===== src/hw/fro_pkg.sv =====
package fro_pkg;
	// register map
	localparam logic [31:0] OPT_WORD_ADDR = 32'hFFFFFF88;
	localparam logic [31:0] CTRL_ADDR = 32'h00080036;
	localparam logic [31:0] WAIT_ADDR = 32'h000800A5;
	localparam logic [31:0] CLK3_ADDR = 32'h00080026;
	localparam logic [31:0] FLAG_ADDR = 32'h0008003C;
	localparam logic [31:0] IRQ_ST_ADDR = 32'h00080040;
	localparam logic [31:0] IRQ_MSK_ADDR = 32'h00080041;

	// field positions
	localparam int VDSEL_LSB = 0;
	localparam int VOLTAGE_DETECT_RESET_START_BIT = 2;
	localparam int EN_BIT = 8;
	localparam int STOP_BIT = 0;
	localparam int CKSEL_LSB = 8;
	localparam int STABLE_BIT = 3;

	// voltage detection level codes
	localparam logic [1:0] LVL_3V84 = 2'h0;
	localparam logic [1:0] LVL_2V51 = 2'h2;

	typedef enum logic [2:0]
	{
		SRC_LOW = 3'h0,
		SRC_FAST = 3'h1,
		SRC_MAIN = 3'h2,
		SRC_PLL = 3'h4
	} fro_src_t;

	// interrupt status bits
	localparam int IRQ_W = 3;
	localparam int EV_STABLE = 0;
	localparam int EV_STOPPED = 1;
	localparam int EV_BADSEL = 2;

	// reset values
	localparam logic [7:0] WAIT_RST = 8'h00;
	localparam logic [2:0] CKSEL_RST = 3'h0;
	localparam logic [IRQ_W-1:0] MSK_RST = 3'h0;

	// timing
	localparam int CLK_MHZ = 250;
	localparam int FAST_OSC_MHZ = 32;
	localparam int STOP_NS = 20;
	localparam int STOP_CYC = (STOP_NS * CLK_MHZ + 999) / 1000;
	localparam int WAIT_STEP_CYC = 16;
	localparam int CNT_W = 16;
endpackage


===== src/hw/fro_osc_if.sv =====
`timescale 1ns/1ps
interface fro_osc_if;
	import fro_pkg::*;
	logic stop_req;
	logic [CNT_W-1:0] settle_cyc;
	logic running;
	logic stable;
	logic ev_stable;
	logic ev_stopped;

	modport ctl (output stop_req, output settle_cyc, input running, input stable,
		input ev_stable, input ev_stopped);
	modport osc (input stop_req, input settle_cyc, output running, output stable,
		output ev_stable, output ev_stopped);
endinterface


===== src/hw/fro_opt_latch.sv =====
`timescale 1ns/1ps
module fro_opt_latch import fro_pkg::*;
#(
	parameter int W = 32
)
(
	// clock and reset
	input wire logic clk,
	input wire logic sys_rst,
	// option storage
	input wire logic [W-1:0] nv_word,
	output logic [W-1:0] word
);
	logic [W-1:0] sync1;
	logic [W-1:0] sync2;

	always_ff @(posedge clk)
	begin
		sync1 <= nv_word;
		sync2 <= sync1;
	end

	// captured only while reset is held; frozen afterwards
	always_ff @(posedge clk)
	begin
		if (sys_rst)
			word <= sync2;
	end
endmodule // fro_opt_latch


===== src/hw/fro_osc_ctl.sv =====
`timescale 1ns/1ps
module fro_osc_ctl import fro_pkg::*;
(
	// clock and reset
	input wire logic clk,
	input wire logic sys_rst,
	// control
	fro_osc_if.osc o
);
	typedef enum logic [1:0] {OSC_OFF, OSC_SETTLE, OSC_ON, OSC_STOPPING} fro_osc_t;
	fro_osc_t state;
	fro_osc_t next_state;
	logic [CNT_W-1:0] cnt;
	logic [CNT_W-1:0] next_cnt;

	always_comb
	begin
		next_state = state;
		next_cnt = cnt;
		unique case (state)
			OSC_OFF:
				if (!o.stop_req)
				begin
					next_state = OSC_SETTLE;
					next_cnt = o.settle_cyc;
				end
			OSC_SETTLE:
				if (o.stop_req)
				begin
					next_state = OSC_STOPPING;
					next_cnt = CNT_W'(STOP_CYC);
				end
				else if (cnt <= 16'h0001)
					next_state = OSC_ON;
				else
					next_cnt = cnt - 16'h0001;
			OSC_ON:
				if (o.stop_req)
				begin
					next_state = OSC_STOPPING;
					next_cnt = CNT_W'(STOP_CYC);
				end
			OSC_STOPPING:
				// a restart waits until the stop has completed
				if (cnt <= 16'h0001)
					next_state = OSC_OFF;
				else
					next_cnt = cnt - 16'h0001;
		endcase
	end

	always_ff @(posedge clk)
	begin
		if (sys_rst)
		begin
			state <= OSC_OFF;
			cnt <= '0;
			o.ev_stable <= 1'b0;
			o.ev_stopped <= 1'b0;
		end
		else
		begin
			state <= next_state;
			cnt <= next_cnt;
			o.ev_stable <= state == OSC_SETTLE && next_state == OSC_ON;
			o.ev_stopped <= state == OSC_STOPPING && next_state == OSC_OFF;
		end
	end

	assign o.running = state != OSC_OFF;
	assign o.stable = state == OSC_ON;
endmodule // fro_osc_ctl


===== src/hw/fro_top.sv =====
// Implementation choice: the strobed register port.
`timescale 1ns/1ps
// Summary of operation
// - option word readable at its fixed address
// - level field 00 3.84 V, 10 2.51 V
// - bit 2 zero enables voltage monitor reset
// - reserved option bits read programmed value
// - bit 8 zero runs fast oscillator
// - oscillator starts before the CPU runs
// - option never changes clock source select
// - only CPU write changes clock source
// - CPU reset held until oscillator settles when bit 8 is zero, released at once when it is one
// - fast oscillator nominal 32 MHz
// - 1-bit control register (stop bit 0) at its address
// - 8-bit wait control register at its address
// - source codes low, fast, main, PLL
// - stable flag bit 3 reflects oscillator
// - flag sets after start, clears after stop
module fro_top import fro_pkg::*;
#(
	parameter int SETTLE_NS = 50000
)
(
	// clock and reset
	input wire logic clk,
	input wire logic sys_rst,
	// option storage
	input wire logic [31:0] opt_nv_word,
	// register port
	input wire logic [31:0] reg_addr,
	input wire logic [31:0] reg_wdata,
	input wire logic reg_wr,
	input wire logic reg_rd,
	output logic [31:0] reg_rdata,
	// clock generator
	output logic [2:0] sys_clk_sel,
	output logic fast_osc_run,
	output logic cpu_rst_hold,
	// voltage detector
	output logic [1:0] voltage_detect_level_select,
	output logic voltage_detect_level_bad,
	output logic voltage_detect_reset_start_en,
	// interrupt
	output logic irq
);
	localparam int SETTLE_CYC = (SETTLE_NS * CLK_MHZ + 999) / 1000;

	fro_osc_if osc_bus ();

	logic [31:0] opt_word;
	logic stop_bit;
	logic stop_wr;
	logic ctrl_written;
	logic [7:0] wait_ctl;
	logic [2:0] cksel;
	logic [IRQ_W-1:0] irq_st;
	logic [IRQ_W-1:0] irq_msk;

	wire hit_opt;
	wire hit_ctrl;
	wire hit_wait;
	wire hit_clk3;
	wire hit_flag;
	wire hit_st;
	wire hit_msk;
	wire opt_osc_en;
	wire cksel_ok;
	wire bad_sel_ev;
	wire rd_st;
	wire next_hold;
	wire [2:0] wr_sel;
	wire [1:0] opt_lvl;
	wire [IRQ_W-1:0] ev_vec;
	wire [IRQ_W-1:0] next_irq_st;
	wire [31:0] rd_mux;

	fro_opt_latch #(.W(32)) u_opt
	(
		.clk(clk),
		.sys_rst(sys_rst),
		.nv_word(opt_nv_word),
		.word(opt_word)
	);

	fro_osc_ctl u_osc
	(
		.clk(clk),
		.sys_rst(sys_rst),
		.o(osc_bus.osc)
	);

	// address decode
	assign hit_opt = reg_addr == OPT_WORD_ADDR;
	assign hit_ctrl = reg_addr == CTRL_ADDR;
	assign hit_wait = reg_addr == WAIT_ADDR;
	assign hit_clk3 = reg_addr == CLK3_ADDR;
	assign hit_flag = reg_addr == FLAG_ADDR;
	assign hit_st = reg_addr == IRQ_ST_ADDR;
	assign hit_msk = reg_addr == IRQ_MSK_ADDR;

	// option fields; zero in bit 8 means run after reset
	assign opt_osc_en = !opt_word[EN_BIT];
	assign opt_lvl = opt_word[VDSEL_LSB +: 2];

	// clock source select
	assign wr_sel = reg_wdata[CKSEL_LSB +: 3];
	assign cksel_ok = wr_sel inside {SRC_LOW, SRC_FAST, SRC_MAIN, SRC_PLL};
	assign bad_sel_ev = reg_wr && hit_clk3 && !cksel_ok;

	// oscillator hookup; the wait register lengthens the settle count
	assign osc_bus.stop_req = stop_bit;
	assign osc_bus.settle_cyc = CNT_W'(SETTLE_CYC) + {4'h0, wait_ctl, 4'h0};

	// hold is one-shot: a later stop never re-holds the CPU
	assign next_hold = cpu_rst_hold && opt_osc_en && !osc_bus.stable;

	// interrupt status: an event in the clearing cycle survives
	assign rd_st = reg_rd && hit_st;
	assign ev_vec = {bad_sel_ev, osc_bus.ev_stopped, osc_bus.ev_stable};
	assign next_irq_st = (irq_st & ~{IRQ_W{rd_st}}) | ev_vec;

	assign rd_mux = hit_opt ? opt_word :
		hit_ctrl ? {31'h0, stop_bit} :
		hit_wait ? {24'h0, wait_ctl} :
		hit_clk3 ? {21'h0, cksel, 8'h00} :
		hit_flag ? {28'h0, osc_bus.stable, 3'h0} :
		hit_st ? {29'h0, irq_st} :
		hit_msk ? {29'h0, irq_msk} :
		32'h0;

	// follows the frozen option word until software writes control
	assign stop_bit = ctrl_written ? stop_wr : opt_word[EN_BIT];

	// a registered copy would lag the option capture by one edge
	always_ff @(posedge clk)
	begin
		if (sys_rst)
		begin
			stop_wr <= 1'b1;
			ctrl_written <= 1'b0;
		end
		else if (reg_wr && hit_ctrl)
		begin
			stop_wr <= reg_wdata[STOP_BIT];
			ctrl_written <= 1'b1;
		end
	end

	always_ff @(posedge clk)
	begin
		if (sys_rst)
			wait_ctl <= WAIT_RST;
		else if (reg_wr && hit_wait)
			wait_ctl <= reg_wdata[7:0];
	end

	// prohibited codes are dropped so the mux never sees them
	always_ff @(posedge clk)
	begin
		if (sys_rst)
			cksel <= CKSEL_RST;
		else if (reg_wr && hit_clk3 && cksel_ok)
			cksel <= wr_sel;
	end

	always_ff @(posedge clk)
	begin
		if (sys_rst)
			irq_msk <= MSK_RST;
		else if (reg_wr && hit_msk)
			irq_msk <= reg_wdata[IRQ_W-1:0];
	end

	always_ff @(posedge clk)
	begin
		if (sys_rst)
			irq_st <= '0;
		else
			irq_st <= next_irq_st;
	end

	always_ff @(posedge clk)
	begin
		if (sys_rst)
			reg_rdata <= 32'h0;
		else
			reg_rdata <= reg_rd ? rd_mux : 32'h0;
	end

	always_ff @(posedge clk)
	begin
		if (sys_rst)
			cpu_rst_hold <= 1'b1;
		else
			cpu_rst_hold <= next_hold;
	end

	// nominal 32 MHz source; run marks it delivered to the generator
	always_ff @(posedge clk)
	begin
		if (sys_rst)
		begin
			fast_osc_run <= 1'b0;
			sys_clk_sel <= CKSEL_RST;
			irq <= 1'b0;
		end
		else
		begin
			fast_osc_run <= osc_bus.running;
			sys_clk_sel <= cksel;
			irq <= |(next_irq_st & irq_msk);
		end
	end

	// detector controls follow the frozen option word
	always_ff @(posedge clk)
	begin
		voltage_detect_level_select <= opt_lvl;
		voltage_detect_level_bad <= opt_lvl != LVL_3V84 && opt_lvl != LVL_2V51;
		voltage_detect_reset_start_en <= !opt_word[VOLTAGE_DETECT_RESET_START_BIT];
	end
endmodule // fro_top


===== config.mk =====
export PLATFORM = sky130hd
export DESIGN_NAME = fro_top
export DESIGN_NICKNAME = d
export VERILOG_FILES = /design/src/hw/fro_pkg.sv /design/src/hw/fro_osc_if.sv /design/src/hw/fro_opt_latch.sv /design/src/hw/fro_osc_ctl.sv /design/src/hw/fro_top.sv
export SDC_FILE = /design/constraint.sdc
export NUM_CORES = 1
export LEC_CHECK = 0
export BUFFER_PORTS_ARGS = -buffer_cell sky130_fd_sc_hd__clkbuf_2
export CAP_MARGIN = 25
export CORE_ASPECT_RATIO = 0.9
export CORE_MARGIN = 1
export CORE_UTILIZATION = 35
export CTS_CLUSTER_DIAMETER = 30
export DETAILED_ROUTE_END_ITERATION = 16
export SKIP_LAST_GASP = 1
export SLEW_MARGIN = 20
export SYNTH_ARGS = -nofsm -noshare
export SYNTH_HDL_FRONTEND = slang
export SYNTH_HIERARCHICAL = 1
export SYNTH_SLANG_ARGS = --single-unit

===== constraint.sdc =====
create_clock -name clk -period 2.1 [get_ports clk]
set_input_delay 0.105 -clock clk [delete_from_list [all_inputs] [get_ports clk]]
set_output_delay 0.105 -clock clk [all_outputs]
set_load 0.02 [all_outputs]

## Word level (Yosys, flattened, before mapping)

Cells that the tools add are included.

| cells by class | value |
|---|---|
| add/subtract/negate cells | 2 |
| mux-type cells | 19 |
| bitwise logic cells | 5 |
| reductions and logical operators | 25 |
| eq/ne operators | 17 |
| $lt $le $gt $ge | 1 |

Operator list:

| operator | count |
|---|---|
| equality test 32 x 20 -> 1 bit, second input constant | 6 |
| 2-to-1 mux 16 bit | 4 |
| case mux 16 bit (4 select lines) | 1 |
| 2-to-1 mux 11 bit | 3 |
| equality test 32 bit, second input constant | 1 |
| 2-to-1 mux 32 bit | 1 |
| less-or-equal comparator 16 x 1 -> 1 bit, second input constant | 1 |
| subtractor 16 x 1 -> 16 bit, second input constant | 1 |
| adder 14 x 12 -> 15 bit, first input constant | 1 |
| logical AND 1 bit | 12 |
| 2-to-1 mux 2 bit | 5 |
| case mux 2 bit (4 select lines) | 1 |
| AND 3 bit | 2 |
| equality test 2 bit, second input constant | 3 |
| 2-to-1 mux 3 bit | 2 |
| zero test 1 bit | 4 |
| zero test 2 bit | 2 |
| 2-to-1 mux 4 bit | 1 |
| inequality test 2 bit, second input constant | 2 |
| nonzero test 2 bit | 2 |
| nonzero test 4 bit | 1 |
| equality test 3 x 1 -> 1 bit, second input constant | 1 |
| equality test 3 x 2 -> 1 bit, second input constant | 1 |
| equality test 3 bit, second input constant | 1 |
| 10 further kinds | 10 |

| word-level totals | value |
|---|---|
| input port bits | 100 |
| logic and storage cells | 90 |
| output and inout bits | 42 |
| flip-flop bits (word level) | 177 |

## Logic depth before layout (Yosys ltp)

| depth | value |
|---|---|
| depth in word-level cells | 8 |
| gate-level depth with buffers | 8 |
| mapped depth without buffers | 7 |

## Hierarchy

The synthesis kept the hierarchy.

Modules (own cells, without submodules):

| module | cells each | times used | seq. area each (µm²) | area each (µm²) |
|---|---|---|---|---|
| fro_top | 254 | 1 | 1221.2 | 2487.4 |
| fro_opt_latch | 96 | 1 | 2242.2 | 2242.2 |
| fro_osc_ctl | 170 | 1 | 400.4 | 1313.8 |

## Worst setup path before layout

Ideal clock, no wire load.

| path | value |
|---|---|
| kind | input -> register |
| from | input reg_addr[1] |
| to | register irq |
| data required time | 1968 ps |
| setup time | 132 ps |
| slack | 88 ps |
| stages | 5 |
| arrival time | 1880 ps |
| buffers on the path | 0 |
| cell sequence | or4_2 > nor4_1 > nand4bb_1 > a222oi_1 > a21oi_1 |

| on the way | value |
|---|---|
| cells in the longest elaborated chain, start to end | 7 |
| elaborated cells between the ends (all ways) | 10 |
| classes of those cells | eq/ne (2); bitwise (4); reduce/logical (4) |

Ends and longest elaborated chain:

| element | RTL line | source |
|---|---|---|
| start, declared | fro_top.sv:30 | `input wire logic [31:0] reg_addr,` |
| equality test 32 x 20 -> 1 bit | fro_top.sv:98 | `assign hit_st = reg_addr == IRQ_ST_ADDR;` |
| logical AND 1 bit | fro_top.sv:118 | `assign rd_st = reg_rd && hit_st;` |
| inverter 3 bit | fro_top.sv:120 | `assign next_irq_st = (irq_st & ~{IRQ_W{rd_st}}) \| ev_vec;` |
| AND 3 bit | fro_top.sv:120 |  |
| bitwise OR 3 bit * | fro_top.sv:120 |  |
| AND 3 bit * | fro_top.sv:211 | `irq <= \|(next_irq_st & irq_msk);` |
| OR reduction 3 bit * | fro_top.sv:211 |  |
| end signal, assigned | fro_top.sv:211 |  |
| end, declared | fro_top.sv:44 | `output logic irq` |

Every way passes the cells marked *; elsewhere a longest branch is shown, timed or not.
A chain may end at the register's enable or synchronous reset.

## Worst setup path after layout

| path | value |
|---|---|
| from | register u_osc.cnt[7] |
| to | register u_osc.cnt[15] |

| on the way | value |
|---|---|
| cells in the longest elaborated chain, start to end | 4 |
| elaborated cells between the ends (all ways) | 5 |
| classes of those cells | add/sub (1); order compare (1); mux (3) |

Ends and longest elaborated chain:

| element | RTL line | source |
|---|---|---|
| start, declared | fro_osc_ctl.sv:13 | `logic [CNT_W-1:0] cnt;` |
| start signal, assigned | fro_osc_ctl.sv:64 | `cnt <= next_cnt;` |
| subtractor 16 x 1 -> 16 bit or less-or-equal comparator 16 x 1 -> 1 bit (tied branches) | n/a |  |
| 2-to-1 mux 16 bit * | fro_osc_ctl.sv:33, fro_osc_ctl.sv:45 |  |
| 2-to-1 mux 16 bit | fro_osc_ctl.sv:28 | `if (o.stop_req)` |
| case mux 16 bit (4 select lines) * | fro_osc_ctl.sv:20 | `unique case (state)` |

Marks and branches as above.

==> out/results.tsv <==
metric	value	unit
p_leak	3.37	nW
gp_congestion	0.910	
numCtsBuffers	17	
port_buffers	120	
drt.antenna.violating_nets	0	
cp_max_fo	5	
htree_levels	4	
finalMaxSlewViolations	0	
synth_area_per_cell	11.6	sq um
cp-startpoint	u_osc/cnt[7]$_SDFFE_PP0P_	
grt_pass1_vias	4432	
cts.path.max_buffers	2	
fin_crit	2.00	ns
yosysUniqueCellTypes	65	
dp_hpwl	9.89	mm
fmax	500	MHz
final_util	48.5	%
r2r-start	u_osc/cnt[7]$_SDFFE_PP0P_	
drcViolationCount	0	
drt-initial-drc-count	302	
synth_edf_count	32	
clock_latency	0.43	ns
rows	45	
start_util	35.8	%
antenna_cells	0	
yosysSeqAreaShare	63.9	%
drive_gt1_share	29.6	%
combPwrFrac	11.9	%
postSynthCellCount	520	
grt_usage	16.3	%
cts_sinks	177	
core-area	0.0169	sq mm
endpoint_kind	flip-flop	
totalWireLength	14.1	mm
cts_root_buf	clkbuf_16	
skew	0.00745	ns
drt-pass1-iter-count	5	
hp-class	in2reg	
finalHoldViolations	0	
setup_viol	0	
ir_worst_vdd	0.795	mV
cp-endpoint	u_osc/cnt[15]$_SDFFE_PP0P_	
intPower	5.75	mW
ys_warn_count	6	
dieArea	0.0178	sq mm
cp_cell_sequence	or4_4, or4_4, nor4_2, xnor2_1, o22ai_1	
worst_slew_pin_slew	0.504	ns
p_clk_share	40.7	%
antenna_found_initial	0	
clkSlewWorstSetupHoldPaths	0.07	ns
fin_area	0.00819	sq mm
drv_cap	0	
synth_seq_cells	177	
crit_type	reg2reg	
ff2ff_setup_slack	0.10	ns
async_flop_share	0	%
rsz0062_at_grt	yes	
syn_to_final_growth	35.5	%
netSwitchingFraction	26.1	%
critPathRequiredTime	2.41	ns
worst_path_max_delay_cell	or4_4	
cts_tree	built	
reg2regPathDepth	5	
fp.dieH	127	microns
crit_path_max_incr_delay	0.59	ns
period_share	95.1	%
wl_per_cell	14.9	microns
synth-main-ff-cell	dfxtp_1	
timing.rr.end	u_osc/cnt[15]$_SDFFE_PP0P_	
switching_power	2.04	mW
grt_max_degree	32	
relSlewSlack	66.1	%
grt_pass1_wl	22.1	mm
final_nets	823	
status	completed	
globalRoute.totalOverflow	0	
worst_setup_path_start_kind	flip-flop	
crit_path_frequent_cell	or4_4	
crit_arrival	2.31	ns
dieWidth	141	microns
routed-via-count	4632	
power_density	951	mW/mm^2
viasPerCell	4.91	
place_area	0.00714	sq mm
io_pins	142	
nFillCells	1510	
pwr-share-seq	47.4	%
netlist_area	0.00604	sq mm
## per-layer routing
layer | wire length [microns] | global-route usage, %
met1 | 6440 | 20.5
met2 | 6620 | 26.3
met3 | 794 | 4.49
met4 | 208 | 7.23
met5 | 0 | 0
## layout by cell type (no fill, tap or decap), types with 8 or more instances in the layout
cell type      instances
a22o_1                 8
dlygate4sd3_1         40
and3_1                10
inv_1                 11
nor2_1                39
mux2i_1               12
clkbuf_16             17
a21oi_1               22
nor4_1                13
nand4_1               11
dfxtp_1              145
edfxtp_1              32
nand3_1                9
nor3_1                 9
and2_1                26
buf_4                 35
clkbuf_2             120
nand2_1               27
o21ai_0               11
## sequential cells by signal (all words and copies together), names as in the netlist
| register | cells |
|---|---|
| stop_wr | 1 |
| voltage_detect_level_bad | 1 |
| cksel | 3 |
| reg_rdata | 32 |
| irq_msk | 3 |
| u_opt/sync1 | 32 |
| voltage_detect_reset_start_en | 1 |
| u_osc/o.ev_stable | 1 |
| u_osc/o.ev_stopped | 1 |
| irq | 1 |
| wait_ctl | 8 |
| cpu_rst_hold | 1 |
| irq_st | 3 |
| u_osc/cnt | 16 |
| ctrl_written | 1 |
| voltage_detect_level_select | 2 |
| sys_clk_sel | 3 |
| u_opt/sync2 | 32 |
| u_opt/word | 32 |
| fast_osc_run | 1 |
| u_osc/state | 2 |
## cells in the mapped netlist (3+ instances only)
cell	number	area share (%)
xnor2_1	8	1.2
nand3b_1	3	0.37
inv_1	11	0.68
edfxtp_1	32	16
nand2b_1	6	0.62
mux2_2	4	0.75
and3_1	10	1.0
nand2_1	27	1.7
a221oi_1	3	0.43
nor2_1	40	2.5
mux2i_1	12	2.0
nor4_1	13	1.3
nor2b_1	7	0.72
or4_4	5	0.93
or3b_2	4	0.58
a211oi_1	3	0.37
nor4b_1	3	0.43
a2111oi_0	5	0.72
clkbuf_1	14	0.87
nand4_1	11	1.1
a22o_1	8	1.2
dfxtp_1	145	48
o211ai_1	3	0.37
buf_2	3	0.25
o21ai_0	11	0.91
nand3_1	9	0.75
nor3_1	11	0.91
a21oi_1	22	1.8
a31oi_1	7	0.72
or3_1	4	0.41
ha_1	3	0.62
and2_1	26	2.7
o22ai_1	5	0.52
## cells by family (layout without fill, tap and decap cells)
| family | Yosys count | in the layout | share of synthesized area, % |
|---|---|---|---|
| AO/OA/AOI/OAI | 84 | 84 | 9.54 |
| XOR/XNOR | 10 | 10 | 1.45 |
| adder cells (fa/ha/maj) | 3 | 3 | 0.621 |
| buffers and inverters | 30 | 240 | 2.03 |
| flip-flops | 177 | 177 | 63.9 |
| multiplexers | 16 | 16 | 2.73 |
| other | 2 | 5 | 0.124 |
| AND/OR/NAND/NOR | 198 | 198 | 19.6 |
## critical path, delay by kind of cell (launching register included)
family                    cells  cell delay (ns)
AOI/OAI and AO/OA             1             0.09
xor gates and xnor gates      1             0.15
DFF                           1             0.34
and+or+nand+nor               3             1.30
## worst min path at each step
| stage | start | end | slack, ns | cells past startpoint |
|---|---|---|---|---|
| after floorplan | opt_nv_word[0] | u_opt/sync1[0]$_DFF_P_ | 0.13 | 0 |
| after global placement | opt_nv_word[30] | u_opt/sync1[30]$_DFF_P_ | 0.21 | 1 |
| after detailed placement | opt_nv_word[0] | u_opt/sync1[0]$_DFF_P_ | 0.21 | 1 |
| after CTS | reg_wdata[9] | cksel[1]$_SDFFE_PP0P_ | 0.008 | 3 |
| after global routing | reg_wdata[8] | cksel[0]$_SDFFE_PP0P_ | 0.03 | 3 |
| final | reg_wdata[9] | cksel[1]$_SDFFE_PP0P_ | 0.02 | 3 |
## what timing repair did
| action | 4_1_cts | 5_1_grt |
|---|---|---|
| hold buffers | 40 | 0 |
| endpoints found under the hold margin | 43 | 0 |
| buffers inserted | 0 | 0 |
| resized for setup | 0 | 9 |
| setup endpoints to repair | 0 | 11 |
## power by group through the flow
stage	Sequential, mW	Clock [mW]	Combinational, mW
2_1_floorplan	3.76	0	0.479
3_3_place_gp	3.76	0	0.814
3_5_place_dp	3.77	0	0.823
4_1_cts	3.69	3.23	0.885
5_1_grt	3.71	3.38	1.01
6_report	3.70	3.17	0.926
## layout make-up
cell class | instances | area (sq um) | share of cell area, %
repair buffers | 197 | 1300 | 15.9
clock inverters | 15 | 186 | 2.28
well taps | 211 | 264 | 3.22
multi-input cells | 316 | 2100 | 25.7
inverters | 11 | 41.3 | 0.504
clock buffers | 17 | 425 | 5.20
flip-flops and latches | 177 | 3860 | 47.2
## per-stage QoR
stage               total power [mW]  TNS (ns)  hold WS [ns]  setup WS [ns]  instances
finish                          7.79         0        0.0159          0.102        944
global route                    8.10   -0.0522        0.0333        -0.0461        944
CTS                             7.81         0       0.00751         0.0145        944
floorplan                       4.24         0         0.133         0.0882        523
global placement                4.58         0         0.207         0.0413        872
detailed placement              4.59         0         0.209         0.0149        872
No activity file was read; power rests on OpenSTA's default activity.
